### config.mk
export PLATFORM = sky130hd
export DESIGN_NAME = event_sdo_reporting_comparator
export DESIGN_NICKNAME = d
export VERILOG_FILES = /design/src/logic/window_comparator.v /design/src/logic/event_sdo_reporting_comparator.v
export VERILOG_INCLUDE_DIRS = /design/src /design/src/logic
export SDC_FILE = /design/constraint.sdc
export NUM_CORES = 1
export LEC_CHECK = 0
export BUFFER_PORTS_ARGS = -buffer_cell sky130_fd_sc_hd__clkbuf_2
export CORE_UTILIZATION = 60
export DETAILED_ROUTE_END_ITERATION = 12
export GPL_TIMING_DRIVEN = 0
export PLACE_DENSITY_LB_ADDON = 0.25
export SYNTH_ARGS = -nofsm -noshare
export SYNTH_HDL_FRONTEND = slang
export SYNTH_SLANG_ARGS = --single-unit
export TNS_END_PERCENT = 50
### constraint.sdc
create_clock -name i_clk -period 4 [get_ports i_clk]
set_clock_uncertainty 0.05 [all_clocks]
set_input_delay 0.2 -clock i_clk [delete_from_list [all_inputs] [get_ports i_clk]]
set_output_delay 0.2 -clock i_clk [all_outputs]
set_load 0.05 [all_outputs]
### src/logic/event_sdo_defines.vh
`ifndef EVENT_SDO_DEFINES_VH
`define EVENT_SDO_DEFINES_VH
// register offsets
`define ADDR_LOSS_UP_LO   8'h06
`define ADDR_LOSS_UP_HI   8'h07
`define ADDR_LOSS_LOW_LO  8'h08
`define ADDR_LOSS_LOW_HI  8'h09
`define ADDR_EVENT_MODE   8'h0a
`define ADDR_IND_UP_LO    8'h16
`define ADDR_IND_UP_HI    8'h17
`define ADDR_IND_LOW_LO   8'h18
`define ADDR_IND_LOW_HI   8'h19
`define ADDR_STATUS       8'h20
`define ADDR_HIRES_FIRST  8'h38
`define ADDR_HIRES_LAST   8'h3a
// event mode fields
`define MODE_ROUTE_BIT    7
`define MODE_RESET        8'h00
`define MODE_CLEAR_VALUE  8'h80
`define SEL_NONE          6'h00
`define SEL_HIRES_READY   6'h20
`define SEL_IND_WINDOW    6'h10
`define SEL_IND_HIGH      6'h08
`define SEL_LOSS_IND_RDY  6'h04
`define SEL_LOSS_WINDOW   6'h02
`define SEL_LOSS_HIGH     6'h01
// status bit positions
`define ST_LOSS_HIGH      5
`define ST_LOSS_WINDOW    4
`define ST_IND_HIGH       3
`define ST_IND_WINDOW     2
// spi
`define SPI_CMD_BITS      4'h8
// timing: lead of ready release before completion
`define LEAD_NS           100
`define CLK_NS            25
`define LEAD_CYCLES       ((`LEAD_NS + `CLK_NS - 1) / `CLK_NS)
`endif

### src/logic/window_comparator.v
`timescale 1ns/1ps
`include "event_sdo_defines.vh"
module window_comparator #(
  parameter WIDTH = 16
) (
  input  wire             i_clk,
  input  wire             i_rst_n,
  input  wire             i_valid,
  input  wire [WIDTH-1:0] i_result,
  input  wire [WIDTH-1:0] i_upper,
  input  wire [WIDTH-1:0] i_lower,
  input  wire             i_clear_latch,
  output reg              o_window,
  output reg              o_high_latch
);
  // window holds state between the limits, acts like a proximity switch
  always @(posedge i_clk or negedge i_rst_n) begin
    if (!i_rst_n) begin
      o_window     <= 1'b0;
      o_high_latch <= 1'b0;
    end else begin
      if (i_valid && (i_result > i_upper))
        o_window <= 1'b1;
      else if (i_valid && (i_result < i_lower))
        o_window <= 1'b0;
      // set wins over clear so an event is never dropped
      if (i_valid && (i_result > i_upper))
        o_high_latch <= 1'b1;
      else if (i_clear_latch)
        o_high_latch <= 1'b0;
    end
  end
endmodule // window_comparator

### src/logic/event_sdo_reporting_comparator.v
`timescale 1ns/1ps
`include "event_sdo_defines.vh"
// Summary of operation
// - hires conversion starts only after a reference clock edge is seen
// - mode bit 7 routes the event signal onto the data-out pin
// - low six mode bits pick the event source; zero means plain data-out
// - code 0x20 latches hires ready; code 0x04 pulses loss-ind ready
// - code 0x10 inductance window compare; 0x08 latched inductance high
// - code 0x02 loss window compare; 0x01 latched loss high
// - routing off: data-out floats until eighth falling sclk edge
// - routing on: data-out high from select until event, read, deselect
// - selected ready source asserts event at each matching completion
// - loss-ind ready releases shortly before each completion
// - hires ready latches low until hires result registers are read
// - loss and inductance results meet limits; hires never compared
// - window mode switches above upper limit and below lower limit
// - latching compare or continuous per-result compare both offered
// - limit registers writable during conversion, taking effect at once
// - writing 0x80 to mode clears latched event output
// - status bit 5 latched loss high, bit 4 loss window
// - status bit 3 latched inductance high, bit 2 inductance window
module event_sdo_reporting_comparator #(
  parameter WIDTH = 16,
  parameter LEAD  = `LEAD_CYCLES
) (
  input  wire             i_clk,
  input  wire             i_resetn,
  input  wire             i_ref_clock_in,
  input  wire             i_chip_select_n,
  input  wire             i_sclk,
  input  wire             i_reg_wr,
  input  wire             i_reg_rd,
  input  wire [7:0]       i_reg_addr,
  input  wire [7:0]       i_reg_wdata,
  input  wire             i_spi_read,
  input  wire             i_serial_data,
  input  wire             i_hires_request,
  input  wire             i_hires_done,
  input  wire             i_loss_ind_near,
  input  wire             i_loss_ind_done,
  input  wire [WIDTH-1:0] i_loss_result,
  input  wire [WIDTH-1:0] i_ind_result,
  output reg  [7:0]       o_reg_rdata,
  output reg              o_hires_start,
  output reg              o_dataout,
  output reg              o_dataout_oe,
  output reg              o_event_out
);
  reg [1:0] rst_sync;
  wire      rst_n = rst_sync[1];
  // reset released through two flops
  always @(posedge i_clk or negedge i_resetn) begin
    if (!i_resetn)
      rst_sync <= 2'b00;
    else
      rst_sync <= {rst_sync[0], 1'b1};
  end

  // pin inputs through two flops before use
  reg [1:0] ref_s;
  reg [1:0] cs_s;
  reg [1:0] sclk_s;
  reg       ref_d;
  reg       sclk_d;
  reg       cs_d;
  always @(posedge i_clk or negedge rst_n) begin
    if (!rst_n) begin
      ref_s  <= 2'b00;
      cs_s   <= 2'b11;
      sclk_s <= 2'b00;
      ref_d  <= 1'b0;
      sclk_d <= 1'b0;
      cs_d   <= 1'b1;
    end else begin
      ref_s  <= {ref_s[0], i_ref_clock_in};
      cs_s   <= {cs_s[0], i_chip_select_n};
      sclk_s <= {sclk_s[0], i_sclk};
      ref_d  <= ref_s[1];
      sclk_d <= sclk_s[1];
      cs_d   <= cs_s[1];
    end
  end
  wire ref_edge  = ref_s[1] & ~ref_d;
  wire sclk_fall = ~sclk_s[1] & sclk_d;
  wire cs_fall   = ~cs_s[1] & cs_d;
  wire cs_low    = ~cs_s[1];

  // registers
  reg [7:0] loss_up_lo;
  reg [7:0] loss_up_hi;
  reg [7:0] loss_low_lo;
  reg [7:0] loss_low_hi;
  reg [7:0] ind_up_lo;
  reg [7:0] ind_up_hi;
  reg [7:0] ind_low_lo;
  reg [7:0] ind_low_hi;
  reg [7:0] event_mode_reg;
  wire       event_to_dataout_enable = event_mode_reg[`MODE_ROUTE_BIT];
  wire [5:0] event_source_select     = event_mode_reg[5:0];
  wire       mode_wr    = i_reg_wr && (i_reg_addr == `ADDR_EVENT_MODE);
  wire       clear_latch = mode_wr && (i_reg_wdata == `MODE_CLEAR_VALUE);
  wire       hires_read = i_reg_rd && (i_reg_addr >= `ADDR_HIRES_FIRST) &&
                          (i_reg_addr <= `ADDR_HIRES_LAST);

  // limits stay writable while converting; no stall needed
  always @(posedge i_clk or negedge rst_n) begin
    if (!rst_n) begin
      loss_up_lo     <= 8'h00;
      loss_up_hi     <= 8'h00;
      loss_low_lo    <= 8'h00;
      loss_low_hi    <= 8'h00;
      ind_up_lo      <= 8'h00;
      ind_up_hi      <= 8'h00;
      ind_low_lo     <= 8'h00;
      ind_low_hi     <= 8'h00;
      event_mode_reg <= `MODE_RESET;
    end else if (i_reg_wr) begin
      case (i_reg_addr)
        `ADDR_LOSS_UP_LO:  loss_up_lo     <= i_reg_wdata;
        `ADDR_LOSS_UP_HI:  loss_up_hi     <= i_reg_wdata;
        `ADDR_LOSS_LOW_LO: loss_low_lo    <= i_reg_wdata;
        `ADDR_LOSS_LOW_HI: loss_low_hi    <= i_reg_wdata;
        `ADDR_IND_UP_LO:   ind_up_lo      <= i_reg_wdata;
        `ADDR_IND_UP_HI:   ind_up_hi      <= i_reg_wdata;
        `ADDR_IND_LOW_LO:  ind_low_lo     <= i_reg_wdata;
        `ADDR_IND_LOW_HI:  ind_low_hi     <= i_reg_wdata;
        `ADDR_EVENT_MODE:  event_mode_reg <= i_reg_wdata;
        default:           event_mode_reg <= event_mode_reg;
      endcase
    end
  end

  // only the loss-plus-inductance results reach the comparators
  wire loss_window_cmp;
  wire loss_high_latch;
  wire ind_window_cmp;
  wire ind_high_latch;
  window_comparator #(.WIDTH(WIDTH)) u_loss_cmp (
    .i_clk         (i_clk),
    .i_rst_n       (rst_n),
    .i_valid       (i_loss_ind_done),
    .i_result      (i_loss_result),
    .i_upper       ({loss_up_hi, loss_up_lo}),
    .i_lower       ({loss_low_hi, loss_low_lo}),
    .i_clear_latch (clear_latch),
    .o_window      (loss_window_cmp),
    .o_high_latch  (loss_high_latch)
  );
  window_comparator #(.WIDTH(WIDTH)) u_ind_cmp (
    .i_clk         (i_clk),
    .i_rst_n       (rst_n),
    .i_valid       (i_loss_ind_done),
    .i_result      (i_ind_result),
    .i_upper       ({ind_up_hi, ind_up_lo}),
    .i_lower       ({ind_low_hi, ind_low_lo}),
    .i_clear_latch (clear_latch),
    .o_window      (ind_window_cmp),
    .o_high_latch  (ind_high_latch)
  );

  wire [7:0] status = {2'b00, loss_high_latch, loss_window_cmp,
                       ind_high_latch, ind_window_cmp, 2'b00};

  // read port; unmapped addresses answer zero
  always @(posedge i_clk or negedge rst_n) begin
    if (!rst_n)
      o_reg_rdata <= 8'h00;
    else if (i_reg_rd) begin
      case (i_reg_addr)
        `ADDR_LOSS_UP_LO:  o_reg_rdata <= loss_up_lo;
        `ADDR_LOSS_UP_HI:  o_reg_rdata <= loss_up_hi;
        `ADDR_LOSS_LOW_LO: o_reg_rdata <= loss_low_lo;
        `ADDR_LOSS_LOW_HI: o_reg_rdata <= loss_low_hi;
        `ADDR_IND_UP_LO:   o_reg_rdata <= ind_up_lo;
        `ADDR_IND_UP_HI:   o_reg_rdata <= ind_up_hi;
        `ADDR_IND_LOW_LO:  o_reg_rdata <= ind_low_lo;
        `ADDR_IND_LOW_HI:  o_reg_rdata <= ind_low_hi;
        `ADDR_EVENT_MODE:  o_reg_rdata <= event_mode_reg;
        `ADDR_STATUS:      o_reg_rdata <= status;
        default:           o_reg_rdata <= 8'h00;
      endcase
    end
  end

  // hires start waits for a seen reference edge
  reg ref_seen;
  always @(posedge i_clk or negedge rst_n) begin
    if (!rst_n) begin
      ref_seen      <= 1'b0;
      o_hires_start <= 1'b0;
    end else begin
      if (ref_edge)
        ref_seen <= 1'b1;
      o_hires_start <= i_hires_request & (ref_seen | ref_edge);
    end
  end

  // hires ready latch; new completion wins over a read clear
  reg hires_ready;
  always @(posedge i_clk or negedge rst_n) begin
    if (!rst_n)
      hires_ready <= 1'b0;
    else if (i_hires_done)
      hires_ready <= 1'b1;
    else if (hires_read || clear_latch)
      hires_ready <= 1'b0;
  end

  // loss-ind ready pulse: set on completion, released near next one
  reg       loss_ind_ready;
  reg [7:0] lead_cnt;
  always @(posedge i_clk or negedge rst_n) begin
    if (!rst_n) begin
      loss_ind_ready <= 1'b0;
      lead_cnt       <= 8'h00;
    end else begin
      if (i_loss_ind_done)
        loss_ind_ready <= 1'b1;
      else if (i_loss_ind_near || lead_cnt == 8'h01)
        loss_ind_ready <= 1'b0;
      if (i_loss_ind_near)
        lead_cnt <= LEAD[7:0];
      else if (lead_cnt != 8'h00)
        lead_cnt <= lead_cnt - 8'h01;
    end
  end

  // source mux; active when high means event present
  reg event_active;
  always @* begin
    case (event_source_select)
      `SEL_HIRES_READY:  event_active = hires_ready;
      `SEL_LOSS_IND_RDY: event_active = loss_ind_ready;
      `SEL_IND_WINDOW:   event_active = ind_window_cmp;
      `SEL_IND_HIGH:     event_active = ind_high_latch;
      `SEL_LOSS_WINDOW:  event_active = loss_window_cmp;
      `SEL_LOSS_HIGH:    event_active = loss_high_latch;
      default:           event_active = 1'b0;
    endcase
  end

  // falling sclk count for the first command byte
  reg [3:0] fall_cnt;
  reg       read_seen;
  always @(posedge i_clk or negedge rst_n) begin
    if (!rst_n) begin
      fall_cnt  <= 4'h0;
      read_seen <= 1'b0;
    end else if (!cs_low || cs_fall) begin
      fall_cnt  <= 4'h0;
      read_seen <= 1'b0;
    end else begin
      if (sclk_fall && fall_cnt != `SPI_CMD_BITS)
        fall_cnt <= fall_cnt + 4'h1;
      if (i_spi_read)
        read_seen <= 1'b1;
    end
  end
  wire cmd_done = (fall_cnt == `SPI_CMD_BITS);
  wire route_on = event_to_dataout_enable &&
                  (event_source_select != `SEL_NONE);

  // data-out pin drive; event is active low on the pin
  always @(posedge i_clk or negedge rst_n) begin
    if (!rst_n) begin
      o_dataout    <= 1'b1;
      o_dataout_oe <= 1'b0;
      o_event_out  <= 1'b1;
    end else begin
      o_event_out <= ~event_active;
      if (!cs_low) begin
        o_dataout    <= 1'b1;
        o_dataout_oe <= 1'b0;
      end else if (route_on && !read_seen) begin
        o_dataout    <= ~event_active;
        o_dataout_oe <= 1'b1;
      end else begin
        o_dataout    <= i_serial_data;
        o_dataout_oe <= cmd_done;
      end
    end
  end
endmodule // event_sdo_reporting_comparator

==> Yosys cells after proc, flatten, opt, wreduce, memory -nomap -nowiden <==
Cells that the tools add are included.
W data, S select, Z words.
{ "word_totals": {"output_inout_bits": 12, "wordCells": 126, "regBits": 115, "in_bits": 61} }
{ "classes": {"n_eq_ne": 20, "add_sub_neg": 2, "magnitude_cmp": 6, "n_bitwise": 9, "n_mux": 23, "reduce_logical": 35} }
{ "op_table": {"columns": ["op", "n"], "rows": [
  ["$pmux W8 S10", 1],
  ["$eq A8 B5 Y1 const B", 4],
  ["$gt A16 B16 Y1", 2],
  ["$lt A16 B16 Y1", 2],
  ["$eq A8 B4 Y1 const B", 3],
  ["$reduce_and A2 Y1", 9],
  ["$reduce_bool A2 Y1", 9],
  ["$mux W1", 17],
  ["$eq A8 B3 Y1 const B", 2],
  ["$mux W8", 2],
  ["$logic_and A1 B1 Y1", 11],
  ["$eq A8 B1 Y1 const B", 1],
  ["$eq A8 B6 Y1 const B", 1],
  ["$eq A8 B8 Y1 const B", 1],
  ["$ge A8 B6 Y1 const B", 1],
  ["$le A8 B6 Y1 const B", 1],
  ["$mux W4", 2],
  ["$reduce_bool A8 Y1", 1],
  ["$sub A8 B1 Y8 const B", 1],
  ["$eq A6 B1 Y1 const B", 1],
  ["$eq A6 B2 Y1 const B", 1],
  ["$eq A6 B3 Y1 const B", 1],
  ["$eq A6 B4 Y1 const B", 1],
  ["$eq A6 B5 Y1 const B", 1],
  ["11 further kinds", 19]
]} }

==> Longest topological paths before layout <==
Gate-level depths: netlist of run 1.
{ "logic_depth": {"depth_word": 6, "ltp_mapped": 8} }

==> Modules after synthesis <==
A second synthesis of run 1 with hierarchy kept.
{ "unflattened": {"cells_unflattened": 663, "hier_area_um2": 6940.4} }
{ "by_module_without_submodules": {"columns": ["mod", "instances", "area_per_inst_um2", "cells_each"], "rows": [
  ["event_sdo_reporting_comparator", 1, 5248.8, 433],
  ["window_comparator", 2, 845.8, 115]
]} }

==> Worst setup path before layout of run 1 <==
OpenSTA, ideal clock, no wires.
{ "synth_path": {"path_type": "register to register", "startpoint": "register ind_up_hi[3]", "endpoint": "register u_ind_cmp.o_window", "required_ns": 3.826, "arrival_time_ns": 1.680, "path_stages_with_launch": 8, "setup_slack_ns": 2.146, "setup_time_ns": 0.124, "path_cell_list": "dfrtp_1 > inv_1 > ha_1 > nand4_1 > or4_1 > o21ai_0 > a31oi_1 > a211o_1"} }
{ "synth_between": {"elab_chain_cells": 3, "word_cells_on_any_way": 4} }
{ "synth_rtl": {"columns": ["element", "line", "rtl"], "rows": [
  ["start: declaration", "event_sdo_reporting_comparator.v:94", "reg [7:0] ind_up_hi;"],
  ["start signal: assignment", "event_sdo_reporting_comparator.v:124", "`ADDR_IND_UP_HI: ind_up_hi <= i_reg_wdata;"],
  ["$gt A16 B16 Y1 (*)", "window_comparator.v:22", "if (i_valid && (i_result > i_upper))"],
  ["$logic_and A1 B1 Y1 (*)", "window_comparator.v:22", null],
  ["$mux W1 / $reduce_bool A2 Y1 (equally long branches)", null, null],
  ["end signal: assignment", "window_comparator.v:19", "o_window <= 1'b0;"],
  ["end signal: assignment", "window_comparator.v:23", "o_window <= 1'b1;"],
  ["end signal: assignment", "window_comparator.v:25", "o_window <= 1'b0;"],
  ["end: declaration", "window_comparator.v:13", "output reg o_window,"]
]} }
Every way passes the cells marked *; elsewhere a longest branch is shown, timed or not.
A chain may end at the register's enable or synchronous reset.

==> Worst setup path in the final report of run 1 <==
Ends and elaborated chain as after synthesis.

==> results by group, run 1 <==
Outcome
  • Status: complete, no violations

Setup path
  • CP Max Fanout: 3
  • Critical path, cell by cell: inv_1 > ha_1 > nand4_1 > or4_1 > a21o_1 > a31oi_1 > a211o_1
  • R2R Setup Slk: ~1700 ps
  • Critical Path Source Type: flip-flop
  • FF-to-FF Start: ind_up_hi[3]
  • Kind of critical path: reg -> reg
  • CP peak stage delay: ~530 ps
  • Worst path slowest cell: or4_1
  • FF-to-FF path depth: 7
  • FF-to-FF End: u_ind_cmp.o_window
  • Critical Path End Type: flip-flop
  • Critical Path End: u_ind_cmp.o_window
  • Crit. Startpoint: ind_up_hi[3]
  • Crit path DAT: 2620 ps
  • WP data required: between 4000 and 5000 ps

Placed design
  • Placed inst area: 7360 um^2
  • RePlAce Congestion: roughly 0.93
  • Placed Instances: 838
  • PortBufs: 60
  • Detail Placement HPWL: between 10,000 and 15,000 um

Route
  • Post-route antenna net violation count: 0
  • DR WL/cell: 20.4 um
  • Initial DRC count: 420
  • Total wire length: between 15,000 and 20,000 um
  • DRT Pass-1 Iters: 8
  • Via count of the routed design: about 5.5k
  • Vias per cell: approximately 6.3
  • DRC: 0

Timing
  • Final Slew Violations: 0
  • Worst Tran Pin Value: 776 ps
  • Final Hold Fails: 0
  • Final min period: roughly 2300 ps
  • Max Clock Freq: roughly 0.43 GHz
  • Minimum hold slack: approximately 50 ps
  • Max-slew headroom: a little under 50%
  • RSZ-0062 raised after global routing: no
  • Part of the cycle the worst path needs: between 50% and 60%
  • Setup violations, final: 0

Clock tree
  • Num CTS Buffers: 17
  • CTS tree: yes
  • Post CTS Setup Buffer Count: 0
  • Clock Tree Buf Depth: 2
  • Clock sink total: between 100 and 150
  • Clk_lat worst skew: between 400 and 500 ps
  • Clock Root Buffer: clkbuf_16
  • H-tree levels: 4
  • Clock transition at path regs: ~60 ps

Power
  • P_leak: between 3 and 4 nW
  • Worst VDD drop: between 500 and 600 uV
  • Pwr Density: between 400 and 500 nW/um^2

Layout
  • Most common cell after layout, fill and taps aside: dfrtp_1
  • Final #Nets: between 800 and 900
  • Multi-input gate area: approximately 3600 um^2
  • Fill count: around 770
  • Register area: roughly 2900 um^2
  • Most frequent cells in the layout: dfrtp_1 (109), inv_1 (70), mux2_2 (67)
  • Final core occ: 73.4%
  • Area growth from synthesis to final layout: 17.6%
  • Fraction of layout cells with a size suffix above 1: 27.3%
  • Antenna Cells: 0
  • Non-Filler Instances: approximately 880
  • Design area: about 8100 um^2

Die
  • Total core area: about 11,000 um^2
  • Die Width: 109 um
  • FP Rows: 38
  • Starting density of the core: ~62%
  • Die footprint: approximately 12,000 um^2
  • Die Ht: ~110 um
  • I/O pins: between 70 and 80

Flow run
  • Max cap viols: 0

Synthesis
  • EDFF count, synth: 0
  • Synth Flop Type: dfrtp_1
  • Syn nets: 764
  • Post-synthesis register bit count: between 100 and 150
  • Avg Cell Area, Syn: approximately 11 um^2
  • Area leader, netlist: dfrtp_1
  • Warnings, synthesis: 0
  • Synthesized area: 6860 um^2
  • Top cells by area, synth: dfrtp_1 (40%), ha_1 (12%), mux2_2 (11%)
  • Post-synth ARST share: between 90% and 100%
  • Seq/Total Area, Yosys: 42.1%
  • Gate count after technology mapping: about 640
  • Netlist cell types: 72
  • Post-synth top area share: 40.1%

Min path
  • Hold WC Path Type: in -> async

Global routing
  • Initial antenna violation count: 0
  • GR Util All Layers: 32.6%
  • GR Overflow Total: 0
  • First-pass GRT wire length: approximately 28,000 um
  • Largest net degree at the start of global routing: 68
  • Number of global-route vias before repair: around 5.6k
==> repair_timing <==
| action | in CTS | in global routing |
|---|---|---|
| endpoints found under the hold margin | 8 | 0 |
| hold buffers | 7 | 0 |
| gates resized for setup | 0 | 0 |
==> report_power, final <==
part           leakage (nW)  total (mW)  internal (mW)  switching [mW]
combinational          1.91       0.503          0.219           0.284
sequential             1.51        1.34           1.25          0.0953
clock                 0.289        1.61           1.06           0.548
==> cells in the mapped netlist, drive strengths merged, types with 6 or more instances <==
library cell  instances
a222oi                8
nor2                 23
mux2                 75
buf                  18
nand3b                6
inv                  70
a22o                 13
nand3                 7
a32oi                 7
clkbuf                7
nand2                37
a21o                  7
nor3                 13
a21oi                32
nand4                 8
ha                   66
and2                  8
o21ai                24
nor2b                11
dfrtp               110
==> layer usage <==
metal | track usage [%] | share of wire (%) | vias up
li1 | - | - | 2485
met1 | 40.8 | 41 | 2725
met2 | 53.3 | 48 | 233
met3 | 8.67 | 7.7 | 42
met4 | 13.7 | 3.1 | 0
met5 | 0 | 0 | -
==> worst min-delay path by stage <==
stage / to / from / cells after the start
floorplan: rst_sync[0] / i_resetn / 0
CTS: rst_sync[0] / i_resetn / 2
global route: rst_sync[0] / i_resetn / 2
global placement: rst_sync[1] / i_resetn / 1
detailed placement: rst_sync[0] / i_resetn / 1
finish: rst_sync[1] / i_resetn / 2
==> final cells by class <==
| cell class | instances | share of cell area (%) |
|---|---|---|
| tap | 140 | 2.17 |
| clock buffer | 20 | 5.54 |
| timing repair buffer | 68 | 4.94 |
| buffer | 25 | 1.55 |
| inverter | 71 | 3.31 |
| multi-input combinational | 426 | 44.4 |
| sequential | 115 | 35.8 |
| clock inverter | 12 | 2.24 |
==> worst max-delay path: cells and delay by family (launching register included) <==
kind,cells,cell delay (ps)
adder cells (fa/ha/maj),1,310
flip-flops,1,410
AND/OR/NAND/NOR,2,660
buffers and inverters,1,60
AO/OA/AOI/OAI,3,760
==> kinds of logic after synthesis <==
logic type | after synthesis | synth area share [%]
simple gates | 146 | 12.6
other cells | 1 | 0.0547
buf+inv | 96 | 5.71
compound gates | 129 | 13.4
xor+xnor | 7 | 0.894
flops | 115 | 42.1
fa+ha+maj | 66 | 12.0
mux | 77 | 13.2
==> metrics by stage <==
stage / power (mW) / setup slack (ps) / TNS [ps]
after detailed placement: 1.85 / 1750 / 0
after global routing: 3.59 / 1650 / 0
after floorplan: 1.68 / 518 / 0
final: 3.45 / 1680 / 0
after global placement: 1.81 / -603 / -64250
after CTS: 3.45 / 1720 / 0
Power figures use the tool's default switching activity.
==> inputs of run 2 (changes only) <==
--- a/config.mk
+++ b/config.mk
@@ -6,8 +6,9 @@
 export SDC_FILE = /design/constraint.sdc
 export NUM_CORES = 1
 export LEC_CHECK = 0
+export ABC_AREA = 1
 export BUFFER_PORTS_ARGS = -buffer_cell sky130_fd_sc_hd__clkbuf_2
-export CORE_UTILIZATION = 60
+export CORE_UTILIZATION = 54
 export DETAILED_ROUTE_END_ITERATION = 12
 export GPL_TIMING_DRIVEN = 0
 export PLACE_DENSITY_LB_ADDON = 0.25
==> constraint.sdc (replaced) <==
create_clock -name i_clk -period 2 [get_ports i_clk]
set_clock_uncertainty 0.05 [all_clocks]
set_input_delay 0.1 -clock i_clk [delete_from_list [all_inputs] [get_ports i_clk]]
set_output_delay 0.1 -clock i_clk [all_outputs]
set_load 0.05 [all_outputs]
==> run 2 against run 1 <==
Area after synthesis rose by 3.3%. Critical path type is now in -> reg. Critical path depth did not move. Flip-flop and latch count did not move. Routed wire length rose by 5.3%. Count of clock-buffer cells in the layout fell by 1. Global-route usage fell by 2.7 points. First-iteration DRC count rose by 9.3%. Critical endpoint is now hires_ready.
==> results by group, run 2 <==
Outcome
  • Status: complete, no violations

Setup path
  • Crit path DAT: roughly 2100 ps
  • Worst path slowest cell: dlygate4sd3_1
  • Critical Path Source Type: input port
  • Critical path, cell by cell: dlygate4sd3_1 > buf_2 > nor4_1 > nand3_2 > nand3_1 > nand2_1 > dlygate4sd3_1
  • Crit-path most repeated cell: dlygate4sd3_1
  • Critical Path End Type: flip-flop
  • CP Max Fanout: 8
  • WP data required: roughly 2300 ps
  • CP peak stage delay: 540 ps
  • Kind of critical path: in -> reg

Global routing
  • First-pass GRT wire length: ~30,000 um
  • GR Util All Layers: between 20 and 30%
  • Initial antenna violation count: 0
  • Largest net degree at the start of global routing: 70
  • Number of global-route vias before repair: roughly 5.8k
  • GR Overflow Total: 0

Die
  • Total core area: roughly 13,000 um^2
  • I/O pins: 73
  • Die Width: between 100 and 150 um
  • Die footprint: ~14,000 um^2
  • Starting density of the core: 55.7%
  • Die Ht: ~120 um
  • FP Rows: 41

Timing
  • Max-slew headroom: a little over half
  • Max Clock Freq: around 0.53 GHz
  • Part of the cycle the worst path needs: between 90% and 100%
  • Setup ws final: between 100 and 150 ps
  • Setup violations, final: 0
  • Final Slew Violations: 0
  • Final Hold Fails: 0
  • Final min period: roughly 1900 ps
  • RSZ-0062 raised after global routing: no
  • Minimum hold slack: about 47 ps
  • Worst Tran Pin Value: approximately 700 ps

Synthesis
  • Post-synth top area share: between 30% and 40%
  • Warnings, synthesis: 0
  • Avg Cell Area, Syn: roughly 8.1 um^2
  • Top-count cell post-synth: nand2_1
  • Top cells by area, synth: dfrtp_1 (39%), ha_1 (12%), nand2_1 (11%)
  • Syn nets: about 1.0k
  • Area leader, netlist: dfrtp_1
  • Synth Flop Type: dfrtp_1
  • Seq/Total Area, Yosys: a little over 40%
  • EDFF count, synth: 0
  • Commonest cells post-synth: nand2_1 (211), dfrtp_1 (110), inv_1 (109), nor2_1 (78), ha_1 (66)
  • Post-synthesis register bit count: ~120
  • Synthesized area: around 7100 um^2
  • Netlist cell types: 38
  • Gate count after technology mapping: 879
  • Post-synth ARST share: 100%

Clock tree
  • Clock sink total: ~120
  • Post CTS Setup Buffer Count: 0
  • Num CTS Buffers: 17
  • Clock Tree Buf Depth: 2
  • CTS tree: yes
  • H-tree levels: 4
  • Clock Root Buffer: clkbuf_16
  • Clk_lat worst skew: between 400 and 500 ps
  • Clock transition at path regs: about 50 ps

Layout
  • Most common cell after layout, fill and taps aside: nand2_1
  • Register area: approximately 2900 um^2
  • Non-Filler Instances: 1,164
  • Antenna Cells: 0
  • Area growth from synthesis to final layout: 19.4%
  • Fraction of layout cells with a size suffix above 1: between 10% and 20%
  • Final #Nets: around 1.1k
  • Final core occ: between 60% and 70%
  • Multi-input gate area: ~3600 um^2
  • Fill count: ~1.1k
  • Most frequent cells in the layout: nand2_1 (211), inv_1 (109), dfrtp_1 (109)

Power
  • P_leak: around 4.4 nW
  • Worst VDD drop: 671 uV
  • Pwr Density: approximately 840 nW/um^2

Placed design
  • RePlAce Congestion: a little under 0.9
  • PortBufs: between 60 and 70
  • Pre-CTS setup slack: between 150 and 200 ps
  • Detail Placement HPWL: 13,900 um
  • Placed Instances: roughly 1.1k

Route
  • Via count of the routed design: 6,198
  • DRC: 0
  • Initial DRC count: around 460
  • Vias per cell: approximately 5.3
  • Total wire length: between 15,000 and 20,000 um
  • DRT Pass-1 Iters: 5
  • Post-route antenna net violation count: 0
  • DR WL/cell: roughly 16 um

Min path
  • Hold WC Path Type: in -> reg

Flow run
  • Max cap viols: 0
run 2: cell families (layout without fill, tap and decap cells):
family          Yosys count  count (layout)  synth area share, %
simple gates            407             407                 27.5
other cells               1               1               0.0530
flops                   115             115                 40.7
compound gates          146             146                 10.7
buf+inv                 142             255                 9.13
fa+ha+maj                66              66                 11.7
xor+xnor                  2               2                0.247
run 2: critical path, delay by kind of cell:
family,cells,cell delay (ps)
buffers and inverters,3,1280
and+or+nand+nor,4,740
run 2: power breakdown:
group / internal [mW] / switching, mW / leakage [nW]
Clock: 2.24 / 1.12 / 0.313
Sequential: 2.54 / 0.165 / 1.31
Combinational: 0.377 / 0.661 / 2.76
Total: 5.16 / 1.95 / 4.39
run 2: layer usage:
metal | GRT usage, % | vias up | routed length, um
met5 | 0 | - | 0
met4 | 11.4 | 0 | 468
met3 | 7.16 | 35 | 1230
li1 | - | 3057 | -
met1 | 39.2 | 2893 | 8370
met2 | 48.1 | 213 | 8740
run 2: layout make-up:
type	instances	share of cell area, %
clock buffers	19	5.24
clock inverters	13	2.44
flip-flops and latches	115	34.2
plain buffers	24	2.41
multi-input cells	622	42.0
inverters	118	5.24
well taps	172	2.55
repair buffers	81	5.95
run 2: final timing paths:
path / endpoint / depth (start not counted) / from / slack [ps]
max reg2reg: u_loss_cmp.o_high_latch / 9 / loss_up_hi[7] / 180
min: loss_up_hi[7] / 3 / i_reg_wdata[7] / 50
min reg2reg: lead_cnt[6] / 0 / rst_sync[1] / 290
max in group asynchronous: ind_low_hi[4] / 1 / rst_sync[1] / 870
min in group asynchronous: lead_cnt[6] / 0 / rst_sync[1] / 290
max: hires_ready / 7 / i_reg_wdata[5] / 130
run 2: metrics by stage:
stage / cell area (um^2) / setup TNS, ps / power, mW
6_report: 8450 / 0 / 7.11
5_1_grt: 8450 / 0 / 7.40
4_1_cts: 8450 / 0 / 7.12
3_5_place_dp: 7650 / 0 / 3.74
3_3_place_gp: 7620 / -70750 / 3.70
2_1_floorplan: 7080 / 0 / 3.41
run 2: what timing repair did:
item	CTS	global route
hold buffers	15	0
resized for setup	0	0
hold endpoints to repair	31	0
==> inputs of run 3 (changes only) <==
--- a/config.mk
+++ b/config.mk
@@ -8,7 +8,9 @@
 export LEC_CHECK = 0
 export ABC_AREA = 1
 export BUFFER_PORTS_ARGS = -buffer_cell sky130_fd_sc_hd__clkbuf_2
-export CORE_UTILIZATION = 54
+export CELL_PAD_IN_SITES_DETAIL_PLACEMENT = 0
+export CELL_PAD_IN_SITES_GLOBAL_PLACEMENT = 1
+export CORE_UTILIZATION = 40
 export DETAILED_ROUTE_END_ITERATION = 12
 export GPL_TIMING_DRIVEN = 0
 export PLACE_DENSITY_LB_ADDON = 0.25
==> run 3 against run 2 <==
Global-route usage down 6.1 points. Via count decreased by 3.1%. Setup slack improved by 57 ps. Count of clock-buffer cells in the layout stayed put. Final cell count up 4.3%. Sequential power is essentially flat. Hold slack got worse by 36 ps. Critical path type is now reg -> reg.
==> results by group, run 3 (synthesis results as in run 2) <==
Layout
  • Multi-input gate area: between 3000 and 4000 um^2
  • Area growth from synthesis to final layout: 19.5%
  • Fill count: roughly 1.7k
  • Fraction of layout cells with a size suffix above 1: 17.9%
  • Final core occ: about half
  • Antenna Cells: 0
  • Final #Nets: between 1k and 1.5k
  • Register area: slightly below 3000 um^2
  • Most frequent cells in the layout: nand2_1 (211), inv_1 (109), dfrtp_1 (109)
  • Most common cell after layout, fill and taps aside: nand2_1

Placed design
  • RePlAce Congestion: between 0.8 and 0.9
  • Detail Placement HPWL: around 15,000 um
  • PortBufs: between 60 and 70

Timing
  • Max-slew headroom: 46.5%
  • Part of the cycle the worst path needs: between 90 and 100%
  • RSZ-0062 raised after global routing: no
  • Minimum hold slack: ~11 ps
  • Setup violations, final: 0
  • Worst Tran Pin Value: 802 ps
  • Final min period: between 1500 and 2000 ps
  • Final Hold Fails: 0
  • Final Slew Violations: 0
  • Max Clock Freq: 0.551 GHz

Setup path
  • Crit-path most repeated cell: nand2_1
  • FF-to-FF Start: loss_up_hi[7]
  • WP data required: approximately 2300 ps
  • Critical Path Source Type: flip-flop
  • CP peak stage delay: around 380 ps
  • FF-to-FF End: u_loss_cmp.o_window
  • Kind of critical path: reg -> reg
  • CP Max Fanout: 3
  • Critical Path End Type: flip-flop
  • Critical path, cell by cell: inv_1 > ha_1 > nand2_1 > nor2_2 > nand2_1 > nor3_1 > a21oi_1 > nand2_1 > nand2_1
  • Crit path DAT: ~2100 ps
  • R2R Setup Slk: between 150 and 200 ps
  • Worst path slowest cell: dfrtp_1
  • FF-to-FF path depth: 9

Power
  • Switching pwr: 2.03 mW
  • Power, Total: a little under 7 mW
  • Pwr Density: roughly 820 nW/um^2
  • Sw frac: just under 30%
  • Clock power share: about 46%
  • Logic pwr share: 14.9%
  • Reg power frac: 39.0%
  • P_leak: 4.36 nW
  • Worst VDD drop: roughly 600 uV
  • Internal: roughly 4.9 mW

Route
  • DRC: 0
  • Vias per cell: approximately 4.9
  • Post-route antenna net violation count: 0
  • DR WL/cell: approximately 16 um
  • Initial DRC count: approximately 510
  • Total wire length: 20,000 um
  • Via count of the routed design: 6,005
  • DRT Pass-1 Iters: 5

Clock tree
  • Clock sink total: roughly 120
  • H-tree levels: 4
  • Clock Tree Buf Depth: 2
  • Clk_lat worst skew: between 400 and 500 ps
  • Clock Root Buffer: clkbuf_16
  • CTS tree: yes
  • Num CTS Buffers: 17
  • Clock transition at path regs: approximately 60 ps

Global routing
  • GR Overflow Total: 0
  • Layer carrying the most global-route usage: met2
  • First-pass GRT wire length: ~32,000 um
  • Met1 Use GR: between 30 and 40%
  • Largest net degree at the start of global routing: 58
  • Met2 Usage GRT: 36.4%
  • Number of global-route vias before repair: around 6k
  • Met3 Track Usage GR: between 4 and 5%
  • GR Util All Layers: about a quarter
  • Initial antenna violation count: 0

Die
  • I/O pins: 73
  • Die Width: ~140 um
  • Starting density of the core: between 40% and 50%
  • FP Rows: 48
  • Die Ht: ~140 um
  • Total core area: roughly 17,000 um^2
  • Die footprint: roughly 18,000 um^2

Min path
  • Worst Hold Path Cells: 3
  • Min-Delay Endpoint: ind_low_lo[6]
  • Hold WC Path Type: in -> reg
  • Worst hold start: i_reg_wdata[6]

Outcome
  • Status: complete, no violations

Flow run
  • Max cap viols: 0
[run 3: changes by cell type in the layout (fill, tap and decap cells not counted)]
cell	previous run	this run
clkinv_2	3	0
dlygate4sd3_1	15	12
inv_6	1	4
bufinv_16	5	3
nor2_1	78	76
nor2_2	1	3
clkinv_4	2	3
clkinvlp_4	2	3
[run 3: worst max path at each step]
| stage | from | to | slack, ps |
|---|---|---|---|
| 4_1_cts | ind_up_hi[7] | u_ind_cmp.o_window | 120 |
| 3_3_place_gp | rst_sync[1] | ind_up_hi[6] | -790 |
| 3_5_place_dp | loss_up_hi[7] | u_loss_cmp.o_window | 140 |
| 2_1_floorplan | rst_sync[1] | event_mode_reg[0] | 30 |
| 6_report | loss_up_hi[7] | u_loss_cmp.o_window | 190 |
| 5_1_grt | loss_up_hi[7] | u_loss_cmp.o_high_latch | 40 |
[run 3: power by group through the flow]
stage | Combinational [mW] | Clock (mW) | Sequential [mW]
after global routing | 1.21 | 3.34 | 2.74
after detailed placement | 1.02 | 0 | 2.75
after floorplan | 0.678 | 0 | 2.73
after CTS | 1.05 | 3.24 | 2.71
final | 1.04 | 3.20 | 2.71
after global placement | 0.978 | 0 | 2.77
[run 3: what timing repair did]
action	CTS	global route
setup buffers	0	0
hold buffers	12	0
gates resized for setup	0	2
endpoints found under the setup margin	0	4
endpoints found under the hold margin	23	0
[run 3: final cells by class]
class	count	share of cell area, %
flip-flops and latches	115	34.1
clock buffers	19	5.23
well taps	225	3.33
multi-input cells	622	42.0
clock inverters	13	2.06
plain buffers	24	2.41
inverters	118	5.23
repair buffers	78	5.59
[run 3: worst max-delay path: cells and delay by family, from the launching register on]
| family | cells | cell delay, ps |
|---|---|---|
| compound gates | 1 | 100 |
| fa+ha+maj | 1 | 290 |
| buf+inv | 1 | 70 |
| flops | 1 | 380 |
| simple gates | 6 | 820 |
[run 3: through the flow]
stage          cell area [um^2]  setup slack (ps)  std cells  setup TNS [ps]
6_report                   8460               186       1214               0
5_1_grt                    8460              43.1       1214               0
4_1_cts                    8460               123       1214               0
3_5_place_dp               7720               143       1170               0
3_3_place_gp               7690              -787       1169          -84250
2_1_floorplan              7080              33.0        879               0
[run 3: metal layers]
metal  vias to the layer above  share of wire [%]
li1                       3051                  -
met1                      2786                 49
met2                       141                 44
met3                        27                4.9
met4                         0                1.8
met5                         -                  0
